[src/inc/tfvr_pkg.sv]
// Package for the timer flags, value and reload register slice.
// Assumes APB with 32-bit data; a register index times four is its byte address.
`default_nettype none
package tfvr_pkg;

  // Bus geometry
  localparam int ADDR_W = 8;
  localparam int IDX_W  = 6;

  // Register indices (byte address is four times the index)
  localparam logic [IDX_W-1:0] IDX_CONFIG = 6'h00;
  localparam logic [IDX_W-1:0] IDX_CNT_HI = 6'h01;
  localparam logic [IDX_W-1:0] IDX_RLD_HI = 6'h02;
  localparam logic [IDX_W-1:0] IDX_CMP_HI = 6'h03;
  localparam logic [IDX_W-1:0] IDX_CTRL_B = 6'h08;
  localparam logic [IDX_W-1:0] IDX_CNT    = 6'h09;
  localparam logic [IDX_W-1:0] IDX_RLD    = 6'h0a;
  localparam logic [IDX_W-1:0] IDX_CMP    = 6'h0b;

  // timer_control_b bit positions
  localparam int LOW_IEN_BIT = 7;
  localparam int ALT_OE_BIT  = 6;
  localparam int ALT_POL_BIT = 5;
  localparam int MOVF_BIT    = 3;
  localparam int LOVF_BIT    = 2;
  localparam int CCMP_BIT    = 1;
  localparam int LCMP_BIT    = 0;

  // Configuration register bit positions
  localparam int WMODE_BIT    = 8;
  localparam int MAIN_IEN_BIT = 7;
  localparam int RUN_LOW_BIT  = 4;
  localparam int RUN_BIT      = 3;
  localparam int CAP_EN_BIT   = 0;

  // Reset values and counter limits
  localparam logic [15:0] WORD_RESET = 16'h0000;
  localparam logic [15:0] FULL16     = 16'hffff;
  localparam logic [7:0]  FULL8      = 8'hff;
  localparam logic [7:0]  ZERO8      = 8'h00;

  // Whole register state of the timer slice
  typedef struct packed {
    logic [15:0] cnt;
    logic [15:0] rld;
    logic [15:0] cmp;
    logic        wmode;
    logic        main_ien;
    logic        run;
    logic        run_low;
    logic        cap_en;
    logic        low_ien;
    logic        alt_oe;
    logic        alt_pol;
    logic        tf;
    logic        tfl;
    logic        tcc;
    logic        tcl;
    logic        alt_out;
    logic        irq;
    logic        cap_prev;
    logic        pready;
    logic        pslverr;
    logic [31:0] prdata;
  } tfvr_state_t;

  localparam tfvr_state_t ST_RESET = '0;

  // Two-stage synchroniser state
  typedef struct packed {
    logic first;
    logic second;
  } tfvr_sync_t;

endpackage
`default_nettype wire

[src/logic/tfvr_timer.sv]
// Timer slice: count, reload, compare and flag registers behind an APB slave.
// Assumes clk at 10 MHz, synchronous active-high reset, capture pin asynchronous.
`timescale 1ns/1ps
`default_nettype none
module tfvr_timer #(
  parameter bit HAS_ALT = 1'b1
) (
  // Clock and reset
  input  wire logic                        clk,
  input  wire logic                        reset,
  // APB slave
  input  wire logic                        psel,
  input  wire logic                        penable,
  input  wire logic                        pwrite,
  input  wire logic [tfvr_pkg::ADDR_W-1:0] paddr,
  input  wire logic [31:0]                 pwdata,
  output logic                             pready,
  output logic                             pslverr,
  output logic      [31:0]                 prdata,
  // Capture pin and alternate pin
  input  wire logic                        capture_pin,
  output logic                             alt_pin_out,
  output logic                             alt_pin_oe,
  // Interrupt request
  output logic                             irq
);

  tfvr_pkg::tfvr_state_t st;
  tfvr_pkg::tfvr_state_t next_st;

  logic                        cap_lvl;
  logic [tfvr_pkg::IDX_W-1:0]  idx;
  logic                        access;
  logic                        wr;
  logic                        hit;
  logic                        cap_evt;
  logic [15:0]                 cnt_nx;
  logic                        ovf16;
  logic                        ovf_h;
  logic                        ovf_l;
  logic                        m16;
  logic                        mh;
  logic                        ml;
  logic                        src_evt;
  logic [31:0]                 rd_val;

  // Capture pin is asynchronous, so it is synchronised first
  tfvr_sync u_cap_sync (
    .clk   (clk),
    .reset (reset),
    .d     (capture_pin),
    .q     (cap_lvl)
  );

  // Bus decode: the write lands on the edge where pready is seen high
  assign idx    = paddr[tfvr_pkg::ADDR_W-1:2];
  assign access = psel && penable;
  assign wr     = access && pwrite && st.pready;

  // Address decode and read mux, sampled from current state
  always_comb
  begin
    hit    = (paddr[1:0] == 2'b00);
    rd_val = '0;
    unique case (idx)
      tfvr_pkg::IDX_CONFIG:
        rd_val = 32'({st.wmode, st.main_ien, 2'b00, st.run_low, st.run,
                      2'b00, st.cap_en});
      tfvr_pkg::IDX_CTRL_B:
        rd_val = 32'({st.low_ien, st.alt_oe, st.alt_pol, 1'b0,
                      st.tf, st.tfl, st.tcc, st.tcl});
      tfvr_pkg::IDX_CNT:
        rd_val = 32'({st.wmode ? tfvr_pkg::ZERO8 : st.cnt[15:8],
                      st.cnt[7:0]});
      tfvr_pkg::IDX_CNT_HI:
        rd_val = 32'(st.cnt[15:8]);
      tfvr_pkg::IDX_RLD:
        rd_val = 32'({st.wmode ? tfvr_pkg::ZERO8 : st.rld[15:8],
                      st.rld[7:0]});
      tfvr_pkg::IDX_RLD_HI:
        rd_val = 32'(st.rld[15:8]);
      tfvr_pkg::IDX_CMP:
        rd_val = 32'({st.wmode ? tfvr_pkg::ZERO8 : st.cmp[15:8],
                      st.cmp[7:0]});
      tfvr_pkg::IDX_CMP_HI:
        rd_val = 32'(st.cmp[15:8]);
      default:
        hit = 1'b0;
    endcase
  end

  // Counting, matching, flags, pin and bus response in one next-state block
  always_comb
  begin
    next_st = st;
    cnt_nx  = st.cnt;
    ovf16   = 1'b0;
    ovf_h   = 1'b0;
    ovf_l   = 1'b0;
    cap_evt = st.cap_en && cap_lvl && !st.cap_prev;
    next_st.cap_prev = cap_lvl;

    // Counter advance; width mode picks one 16-bit or two 8-bit timers
    if (!st.wmode)
    begin
      if (st.run)
      begin
        if (st.cnt == tfvr_pkg::FULL16)
        begin
          cnt_nx = st.rld;
          ovf16  = 1'b1;
        end
        else
          cnt_nx = st.cnt + 16'h0001;
      end
    end
    else
    begin
      if (st.run)
      begin
        if (st.cnt[15:8] == tfvr_pkg::FULL8)
        begin
          cnt_nx[15:8] = st.rld[15:8];
          ovf_h        = 1'b1;
        end
        else
          cnt_nx[15:8] = st.cnt[15:8] + 8'h01;
      end
      if (st.run_low)
      begin
        if (st.cnt[7:0] == tfvr_pkg::FULL8)
        begin
          cnt_nx[7:0] = st.rld[7:0];
          ovf_l       = 1'b1;
        end
        else
          cnt_nx[7:0] = st.cnt[7:0] + 8'h01;
      end
    end
    next_st.cnt = cnt_nx;

    // Matches only on an advance, so a parked counter does not re-flag
    m16 = !st.wmode && st.run && !st.cap_en && (cnt_nx == st.cmp);
    mh  = st.wmode && st.run && !st.cap_en
          && (cnt_nx[15:8] == st.cmp[15:8]);
    ml  = st.wmode && st.run_low && (cnt_nx[7:0] == st.cmp[7:0]);

    // Capture touches the full timer, or only the high byte in dual mode
    if (cap_evt)
    begin
      if (st.wmode)
        next_st.cmp[15:8] = st.cnt[15:8];
      else
        next_st.cmp = st.cnt;
    end

    // Hardware flag sets
    next_st.tf  = st.tf  || ovf16 || ovf_h;
    next_st.tfl = st.tfl || ovf_l;
    next_st.tcc = st.tcc || m16 || mh || cap_evt;
    next_st.tcl = st.tcl || ml;

    // Register writes; low bytes always pass, upper bytes via word registers only in 16-bit
    if (wr && hit)
    begin
      unique case (idx)
        tfvr_pkg::IDX_CONFIG:
        begin
          next_st.wmode    = pwdata[tfvr_pkg::WMODE_BIT];
          next_st.main_ien = pwdata[tfvr_pkg::MAIN_IEN_BIT];
          next_st.run_low  = pwdata[tfvr_pkg::RUN_LOW_BIT];
          next_st.run      = pwdata[tfvr_pkg::RUN_BIT];
          next_st.cap_en   = pwdata[tfvr_pkg::CAP_EN_BIT];
        end
        tfvr_pkg::IDX_CTRL_B:
        begin
          // Upper byte and bit 4 have no storage
          next_st.low_ien = pwdata[tfvr_pkg::LOW_IEN_BIT];
          if (HAS_ALT)
          begin
            next_st.alt_oe  = pwdata[tfvr_pkg::ALT_OE_BIT];
            next_st.alt_pol = pwdata[tfvr_pkg::ALT_POL_BIT];
          end
          // A same-cycle hardware set beats a software clear
          next_st.tf  = pwdata[tfvr_pkg::MOVF_BIT] || ovf16 || ovf_h;
          next_st.tfl = pwdata[tfvr_pkg::LOVF_BIT] || ovf_l;
          next_st.tcc = pwdata[tfvr_pkg::CCMP_BIT] || m16 || mh
                        || cap_evt;
          next_st.tcl = pwdata[tfvr_pkg::LCMP_BIT] || ml;
        end
        tfvr_pkg::IDX_CNT:
        begin
          next_st.cnt[7:0] = pwdata[7:0];
          if (!st.wmode)
            next_st.cnt[15:8] = pwdata[15:8];
        end
        tfvr_pkg::IDX_CNT_HI:
          next_st.cnt[15:8] = pwdata[7:0];
        tfvr_pkg::IDX_RLD:
        begin
          next_st.rld[7:0] = pwdata[7:0];
          if (!st.wmode)
            next_st.rld[15:8] = pwdata[15:8];
        end
        tfvr_pkg::IDX_RLD_HI:
          next_st.rld[15:8] = pwdata[7:0];
        tfvr_pkg::IDX_CMP:
        begin
          next_st.cmp[7:0] = pwdata[7:0];
          if (!st.wmode)
            next_st.cmp[15:8] = pwdata[15:8];
        end
        tfvr_pkg::IDX_CMP_HI:
          next_st.cmp[15:8] = pwdata[7:0];
        default:
          next_st.cnt = cnt_nx;
      endcase
    end

    // Alternate pin: full timer in 16-bit mode, low timer in dual mode
    src_evt = st.wmode ? (ovf_l || ml) : (ovf16 || m16);
    if (next_st.alt_oe && !st.alt_oe)
      next_st.alt_out = next_st.alt_pol;
    else if (st.alt_oe && src_evt)
      next_st.alt_out = !st.alt_out;

    // Interrupt request follows the stored flags and enables
    next_st.irq = (next_st.main_ien && (next_st.tf || next_st.tcc))
                  || (next_st.low_ien && (next_st.tfl || next_st.tcl));

    // One wait state, then answer with registered data
    if (access && !st.pready)
    begin
      next_st.pready  = 1'b1;
      next_st.pslverr = !hit;
      next_st.prdata  = pwrite ? 32'h0000_0000 : rd_val;
    end
    else
    begin
      next_st.pready  = 1'b0;
      next_st.pslverr = 1'b0;
    end
  end

  // State register
  always_ff @(posedge clk)
  begin
    if (reset)
      st <= tfvr_pkg::ST_RESET;
    else
      st <= next_st;
  end

  // Every output straight from the state register
  assign pready      = st.pready;
  assign pslverr     = st.pslverr;
  assign prdata      = st.prdata;
  assign alt_pin_out = st.alt_out;
  assign alt_pin_oe  = st.alt_oe;
  assign irq         = st.irq;

  // Checks on the behaviour above
  logic rd_done;
  assign rd_done = access && st.pready && !pwrite && hit;
endmodule
`default_nettype wire

[src/logic/tfvr_sync.sv]
// Two flip-flop synchroniser for one pin level.
// Assumes the pin is asynchronous to clk; output lags the pin by two edges.
`timescale 1ns/1ps
`default_nettype none
module tfvr_sync (
  // Clock and reset
  input  wire logic clk,
  input  wire logic reset,
  // Pin in, synchronised level out
  input  wire logic d,
  output logic      q
);

  tfvr_pkg::tfvr_sync_t st;
  tfvr_pkg::tfvr_sync_t next_st;

  // First stage feeds only the second stage
  always_comb
  begin
    next_st.first  = d;
    next_st.second = st.first;
  end

  always_ff @(posedge clk)
  begin
    if (reset)
      st <= '0;
    else
      st <= next_st;
  end

  assign q = st.second;

endmodule
`default_nettype wire

[config.mk]
export PLATFORM = sky130hd
export DESIGN_NAME = tfvr_timer
export DESIGN_NICKNAME = d
export VERILOG_FILES = /design/src/inc/tfvr_pkg.sv /design/src/logic/tfvr_timer.sv /design/src/logic/tfvr_sync.sv
export SDC_FILE = /design/constraint.sdc
export NUM_CORES = 1
export LEC_CHECK = 0
export BUFFER_PORTS_ARGS = -buffer_cell sky130_fd_sc_hd__buf_4
export CORE_MARGIN = 4
export CORE_UTILIZATION = 45
export DETAILED_ROUTE_END_ITERATION = 8
export PLACE_DENSITY = 0.73
export SYNTH_ARGS = -nofsm -noshare
export SYNTH_HDL_FRONTEND = slang
export SYNTH_SLANG_ARGS = --single-unit
export TNS_END_PERCENT = 100
[constraint.sdc]
create_clock -name clk -period 4.9 [get_ports clk]
set_input_delay 0.49 -clock clk [delete_from_list [all_inputs] [get_ports clk]]
set_output_delay 0.49 -clock clk [all_outputs]
set_load 0.05 [all_outputs]
==> impl_metrics.json, run 1 <==
{
  "status": "completed",
  "grt_max_degree": 83,
  "min_path_type": "in -> reg",
  "drcViolationCount": 0,
  "post_cts_buffers": 0,
  "skew_ns": 0.00964,
  "p_total_mw": 1.56,
  "syn_inst": 807,
  "overflow": 0,
  "numCtsBuffers": 9,
  "fmax_mhz": 247,
  "core_um2": 12800,
  "cts.sinks": 83,
  "p_leak_nw": 2.25,
  "powerDensity_nw_per_um2": 241,
  "cp-end-kind": "register",
  "io_pins": 83,
  "synth_simple_gate_area_share_pct": 25.4,
  "rsz0062_at_grt": "no",
  "synth_xor_area_share_pct": 2.22,
  "pre_cts_slack_ns": 1.22,
  "cp-start-kind": "register",
  "cts_resized": 0,
  "wl_per_cell_um": 21.7,
  "rr_endpoint": "alt_pin_out$_SDFFE_PP0P_",
  "p_clk_share_pct": 49.1,
  "ys_ff_latch": 83,
  "worstSkewPairLatency_ns": 0.36,
  "worstPathMaxFanout": 11,
  "insertedDiodeCount": 0,
  "dp_hpwl_um": 14600,
  "r2r_cells": 10,
  "cap_viol_max_count": 0,
  "first_global_vias": 5701,
  "synth_top_family_by_area": "compound AO/OA/AOI/OAI gates",
  "worstHoldPathCells": 2,
  "gr-max-usage-layer": "met2",
  "setup_ws_ns": 0.857,
  "die_h_um": 123,
  "path_clk_slew_ns": 0.07,
  "avgSynthCellArea_um2": 7.34,
  "cts_tree": "built",
  "use_met2_pct": 40.4,
  "hold_viol": 0,
  "synth_commonest_cells": "nor2_1, nand2_1, dfxtp_1, a21oi_1, clkbuf_1",
  "synth.most_common_cell": "nor2_1",
  "nNetsFinal": 842,
  "syn2layout_area_growth_pct": 9.10,
  "synthesis.area_um2": 5920,
  "p_switching_mw": 0.400,
  "p_int_mw": 1.16,
  "ctsLongestPathBuffers": 2,
  "worst_pin_slew_ns": 1.25,
  "antenna_found_initial": 1,
  "grt_first_pass_wirelength_um": 32500,
  "slew_violations": 0,
  "period_share_pct": 82.5,
  "dp.cells": 955,
  "r2r-start": "st[81]$_SDFF_PP0_",
  "ctsHoldBuffers": 0,
  "ys_types": 76,
  "synth.area.mux_share_pct": 6.15,
  "stdcell_count": 971,
  "synthArstFlopShare_pct": 0,
  "synth_compound_area_share_pct": 28.0,
  "rows": 41,
  "yosys.area.top_type": "dfxtp_1",
  "yosys.area_share.adder_pct": 0.422,
  "finalSetupTns_ns": 0,
  "gp_congestion": 1.01,
  "synth_flop_cell": "dfxtp_1",
  "grt_use_met3_pct": 9.26,
  "cts_htree_levels": 3,
  "vias": 6265,
  "ys_warn_count": 0,
  "start_util_pct": 46.4,
  "hp-start": "capture_pin",
  "die-area_um2": 15100,
  "final_util_pct": 50.6,
  "layout-drive-gt1-share_pct": 13.0,
  "io_buffer_count": 50,
  "p_sw_share_pct": 25.7,
  "synth.area.top_cells": "dfxtp_1, nor2_1, a21oi_1, nand2_1, buf_4",
  "arrival_ns": 4.31,
  "grtUsageTotal_pct": 28.2,
  "vias_per_cell": 6.45,
  "dieWidth_um": 123,
  "p_seq_share_pct": 43.6,
  "ir_worst_vdd_mv": 0.178,
  "synth_top_area_share_pct": 28.1,
  "ff2ff_setup_slack_ns": 0.86,
  "crit_required_ns": 5.16,
  "finalSetupViolCount": 0,
  "drt_iter0_markers": 922,
  "fin_crit_ns": 4.04,
  "combPwrFrac_pct": 7.2,
  "min_to": "u_cap_sync.next_st[0]$_SDFF_PP0_",
  "clock-root-buffer": "clkbuf_16",
  "synth_edf_count": 0,
  "antenna_left": 0,
  "max-slew-margin-rel_pct": 15.8,
  "critPathKind": "reg -> reg",
  "dr.pass1.iters": 6,
  "drt-total-wl_um": 21000,
  "grtUsageMet1_pct": 38.3,
  "ys_seq_area_share_pct": 28.1
}
routing by layer:
metal | share of wire [%] | up-vias
met3 | 13 | 72
met1 | 40 | 2908
met5 | 0.062 | -
li1 | - | 2875
met4 | 4.1 | 2
met2 | 43 | 408
critical path: stages (launching register included):
cell and delay (ns):
dfxtp_1 0.61, ha_1 0.50, and3_1 0.36, nand2_1 0.22, o21ai_1 0.46, o2111ai_1 0.28, nand2_1 0.12, nor4bb_1 0.74
a211o_1 0.27, o2111ai_1 0.14, a311oi_1 0.26
logic make-up (layout without fill, tap and decap cells):
logic type	after synthesis	in the layout
other	1	16
AO/OA/AOI/OAI	243	243
adder cells (fa/ha/maj)	2	2
XOR/XNOR	15	15
AND/OR/NAND/NOR	316	316
buffers and inverters	112	89
multiplexers	35	35
flip-flops	83	83
cells in the final DEF (no fill, tap or decap), drive strengths merged, types with 11 or more instances in the layout:
cell   synthesis  layout
nor2         121     121
nand4         12      12
a22oi         29      29
a21oi         74      74
o21ai         38      38
mux2          11      11
inv           11      14
buf           51      62
nor3          23      23
conb           1      16
dfxtp         83      83
nand3         14      14
mux2i         24      24
nand2         84      84
how the worst max path moves through the flow:
stage | to | depth (start not counted) | slack (ns) | from
global route | alt_pin_out$_SDFFE_PP0P_ | 10 | 0.84 | st[81]$_SDFF_PP0_
floorplan | alt_pin_out$_SDFFE_PP0P_ | 11 | 2.10 | st[82]$_SDFF_PP0_
detailed placement | alt_pin_out$_SDFFE_PP0P_ | 10 | 1.22 | st[81]$_SDFF_PP0_
finish | alt_pin_out$_SDFFE_PP0P_ | 10 | 0.86 | st[81]$_SDFF_PP0_
CTS | alt_pin_out$_SDFFE_PP0P_ | 10 | 1.15 | st[81]$_SDFF_PP0_
global placement | alt_pin_out$_SDFFE_PP0P_ | 10 | 1.25 | st[81]$_SDFF_PP0_
power by group through the flow:
stage | Sequential (mW) | Clock (mW) | Combinational [mW]
floorplan | 0.696 | 0 | 0.0816
global placement | 0.695 | 0 | 0.109
detailed placement | 0.696 | 0 | 0.110
CTS | 0.680 | 0.773 | 0.110
global route | 0.680 | 0.805 | 0.120
finish | 0.680 | 0.767 | 0.113
cell type report:
class,instances,area [um2]
multi-input combinational,627,3750
sequential,83,1660
clock inverter,7,105
fill,1279,6310
inverter,11,41.3
timing repair buffer,62,465
tap,172,215
clock buffer,9,225
stage by stage:
stage	area, um2	hold slack, ns
finish	6460	0.344
detailed placement	6130	0.446
global placement	6130	0.419
floorplan	5980	0.414
global route	6460	0.384
CTS	6460	0.346
flip-flops by register name, indices dropped and copies added, names as in the netlist:
signal / flops
st: 60
prdata: 16
alt_pin_oe: 1
alt_pin_out: 1
irq: 1
pready: 1
pslverr: 1
u_cap_sync.next_st: 1
u_cap_sync.q: 1
No activity file was read; power rests on OpenSTA's default activity.
==> run 2, diff against run 1 <==
PLACE_DENSITY = 0.76   (was 0.73)
clock period = 3.5 ns   (was 4.9 ns; I/O delays follow)
==> run 2 against run 1 <==
  * Non-clock buffer count up 32
  * Hold slack got worse by 0.12 ns
  * Fmax grew 23%
  * Register-to-register slack worse by 0.65 ns
  * Sequential share of layout area shrank 0.82 points
  * Utilization increased by 1.7 points
  * Total power is 33% higher
  * Sequential power increased by 40%
  * Final area increased by 3.3%
  * Critical path depth is 1 lower
==> impl_metrics.json, run 2 (synthesis results as in run 1) <==
{
  "status": "completed",
  "fmax_mhz": 304,
  "cts_resized": 0,
  "max-slew-margin-rel_pct": 40.3,
  "stdcell_count": 1003,
  "hp-start": "capture_pin",
  "grt_max_degree": 83,
  "powerDensity_nw_per_um2": 312,
  "dieWidth_um": 123,
  "path_clk_slew_ns": 0.07,
  "ff2ff_setup_slack_ns": 0.21,
  "rows": 41,
  "start_util_pct": 46.4,
  "design_area_um2": 6670,
  "ctsHoldBuffers": 0,
  "drt_iter0_markers": 954,
  "overflow": 0,
  "final_util_pct": 52.2,
  "p_total_mw": 2.08,
  "cp-end-kind": "register",
  "critPathKind": "reg -> reg",
  "vias": 6455,
  "antenna_found_initial": 0,
  "cp-start-kind": "register",
  "grtUsageTotal_pct": 28.0,
  "finalSetupTns_ns": 0,
  "finalSetupViolCount": 0,
  "vias_per_cell": 6.44,
  "numCtsBuffers": 9,
  "worst_pin_slew_ns": 0.896,
  "min_to": "u_cap_sync.next_st[0]$_SDFF_PP0_",
  "hold_viol": 0,
  "largest_reg_flops": 60,
  "post_cts_buffers": 0,
  "worstSkewPairLatency_ns": 0.35,
  "arrival_ns": 3.55,
  "worstHoldPathCells": 2,
  "setup_ws_ns": 0.211,
  "insertedDiodeCount": 0,
  "io_pins": 83,
  "ir_worst_vdd_mv": 0.272,
  "r2r_cells": 9,
  "wl_per_cell_um": 21.1,
  "holdWs_ns": 0.221,
  "ctsLongestPathBuffers": 2,
  "cap_viol_max_count": 0,
  "layout-drive-gt1-share_pct": 16.4,
  "drt-total-wl_um": 21200,
  "antenna_left": 0,
  "clock-root-buffer": "clkbuf_16",
  "gp_congestion": 1.01,
  "skew_ns": 0.00694,
  "crit_required_ns": 3.76,
  "cts_tree": "built",
  "grt_first_pass_wirelength_um": 32400,
  "rsz0062_at_grt": "no",
  "die_h_um": 123,
  "rr_endpoint": "alt_pin_out$_SDFFE_PP0P_",
  "fin_crit_ns": 3.29,
  "worstPathMaxFanout": 9,
  "min_path_type": "in -> reg",
  "nNetsFinal": 874,
  "pre_cts_slack_ns": 0.274,
  "cts.sinks": 83,
  "die-area_um2": 15100,
  "largest-register": "st",
  "place_area_um2": 6370,
  "first_global_vias": 5843,
  "period_share_pct": 94.0,
  "dp_hpwl_um": 15400,
  "mostFrequentLayoutCells": "nor2_1, buf_4, nand2_1",
  "syn2layout_area_growth_pct": 12.7,
  "io_buffer_count": 50,
  "core_um2": 12800,
  "slew_violations": 0,
  "cts_htree_levels": 3,
  "r2r-start": "st[87]$_SDFF_PP0_",
  "drcViolationCount": 0,
  "p_leak_nw": 2.40,
  "dp.cells": 987,
  "final_common_cell": "nor2_1",
  "dr.pass1.iters": 7,
  "final.fill_count": 1230
}
run 2: power by group:
group          switching [mW]  total [mW]  internal (mW)
clock                   0.458       0.965          0.507
combinational           0.122       0.164         0.0428
sequential            0.00458       0.952          0.947
total                   0.584        2.08           1.50
run 2: routing by layer:
metal | track usage, % | part of all wire [%] | up-vias
met5 | 0 | 0 | -
met3 | 6.59 | 11 | 70
li1 | - | - | 2933
met2 | 42.4 | 44 | 383
met1 | 37.8 | 41 | 3069
met4 | 12.2 | 4.2 | 0
run 2: worst max-delay path: stages, from the launching register on:
cell and delay (ns):
dfxtp_1 0.58, and4_1 0.53, a21oi_1 0.22, nand3b_1 0.34, o221a_2 0.36, xor2_1 0.25
nor4_2 0.11, a211o_1 0.32, a41o_1 0.25, a311oi_1 0.24
run 2: worst max-delay path by stage:
stage	startpoint	to	slack, ns
floorplan	st[82]$_SDFF_PP0_	alt_pin_out$_SDFFE_PP0P_	0.70
global placement	st[90]$_SDFF_PP0_	alt_pin_out$_SDFFE_PP0P_	0.28
detailed placement	st[90]$_SDFF_PP0_	alt_pin_out$_SDFFE_PP0P_	0.27
CTS	st[90]$_SDFF_PP0_	alt_pin_out$_SDFFE_PP0P_	0.25
global route	st[90]$_SDFF_PP0_	alt_pin_out$_SDFFE_PP0P_	0.01
finish	st[87]$_SDFF_PP0_	alt_pin_out$_SDFFE_PP0P_	0.21
run 2: layout make-up:
class / count / area [um2] / area share [%]
clock buffers: 9 / 225 / 3.37
repair buffers: 94 / 706 / 10.6
inverters: 11 / 41.3 / 0.619
multi-input cells: 627 / 3750 / 56.1
clock inverters: 7 / 76.3 / 1.14
flip-flops and latches: 83 / 1660 / 24.9
well taps: 172 / 215 / 3.22
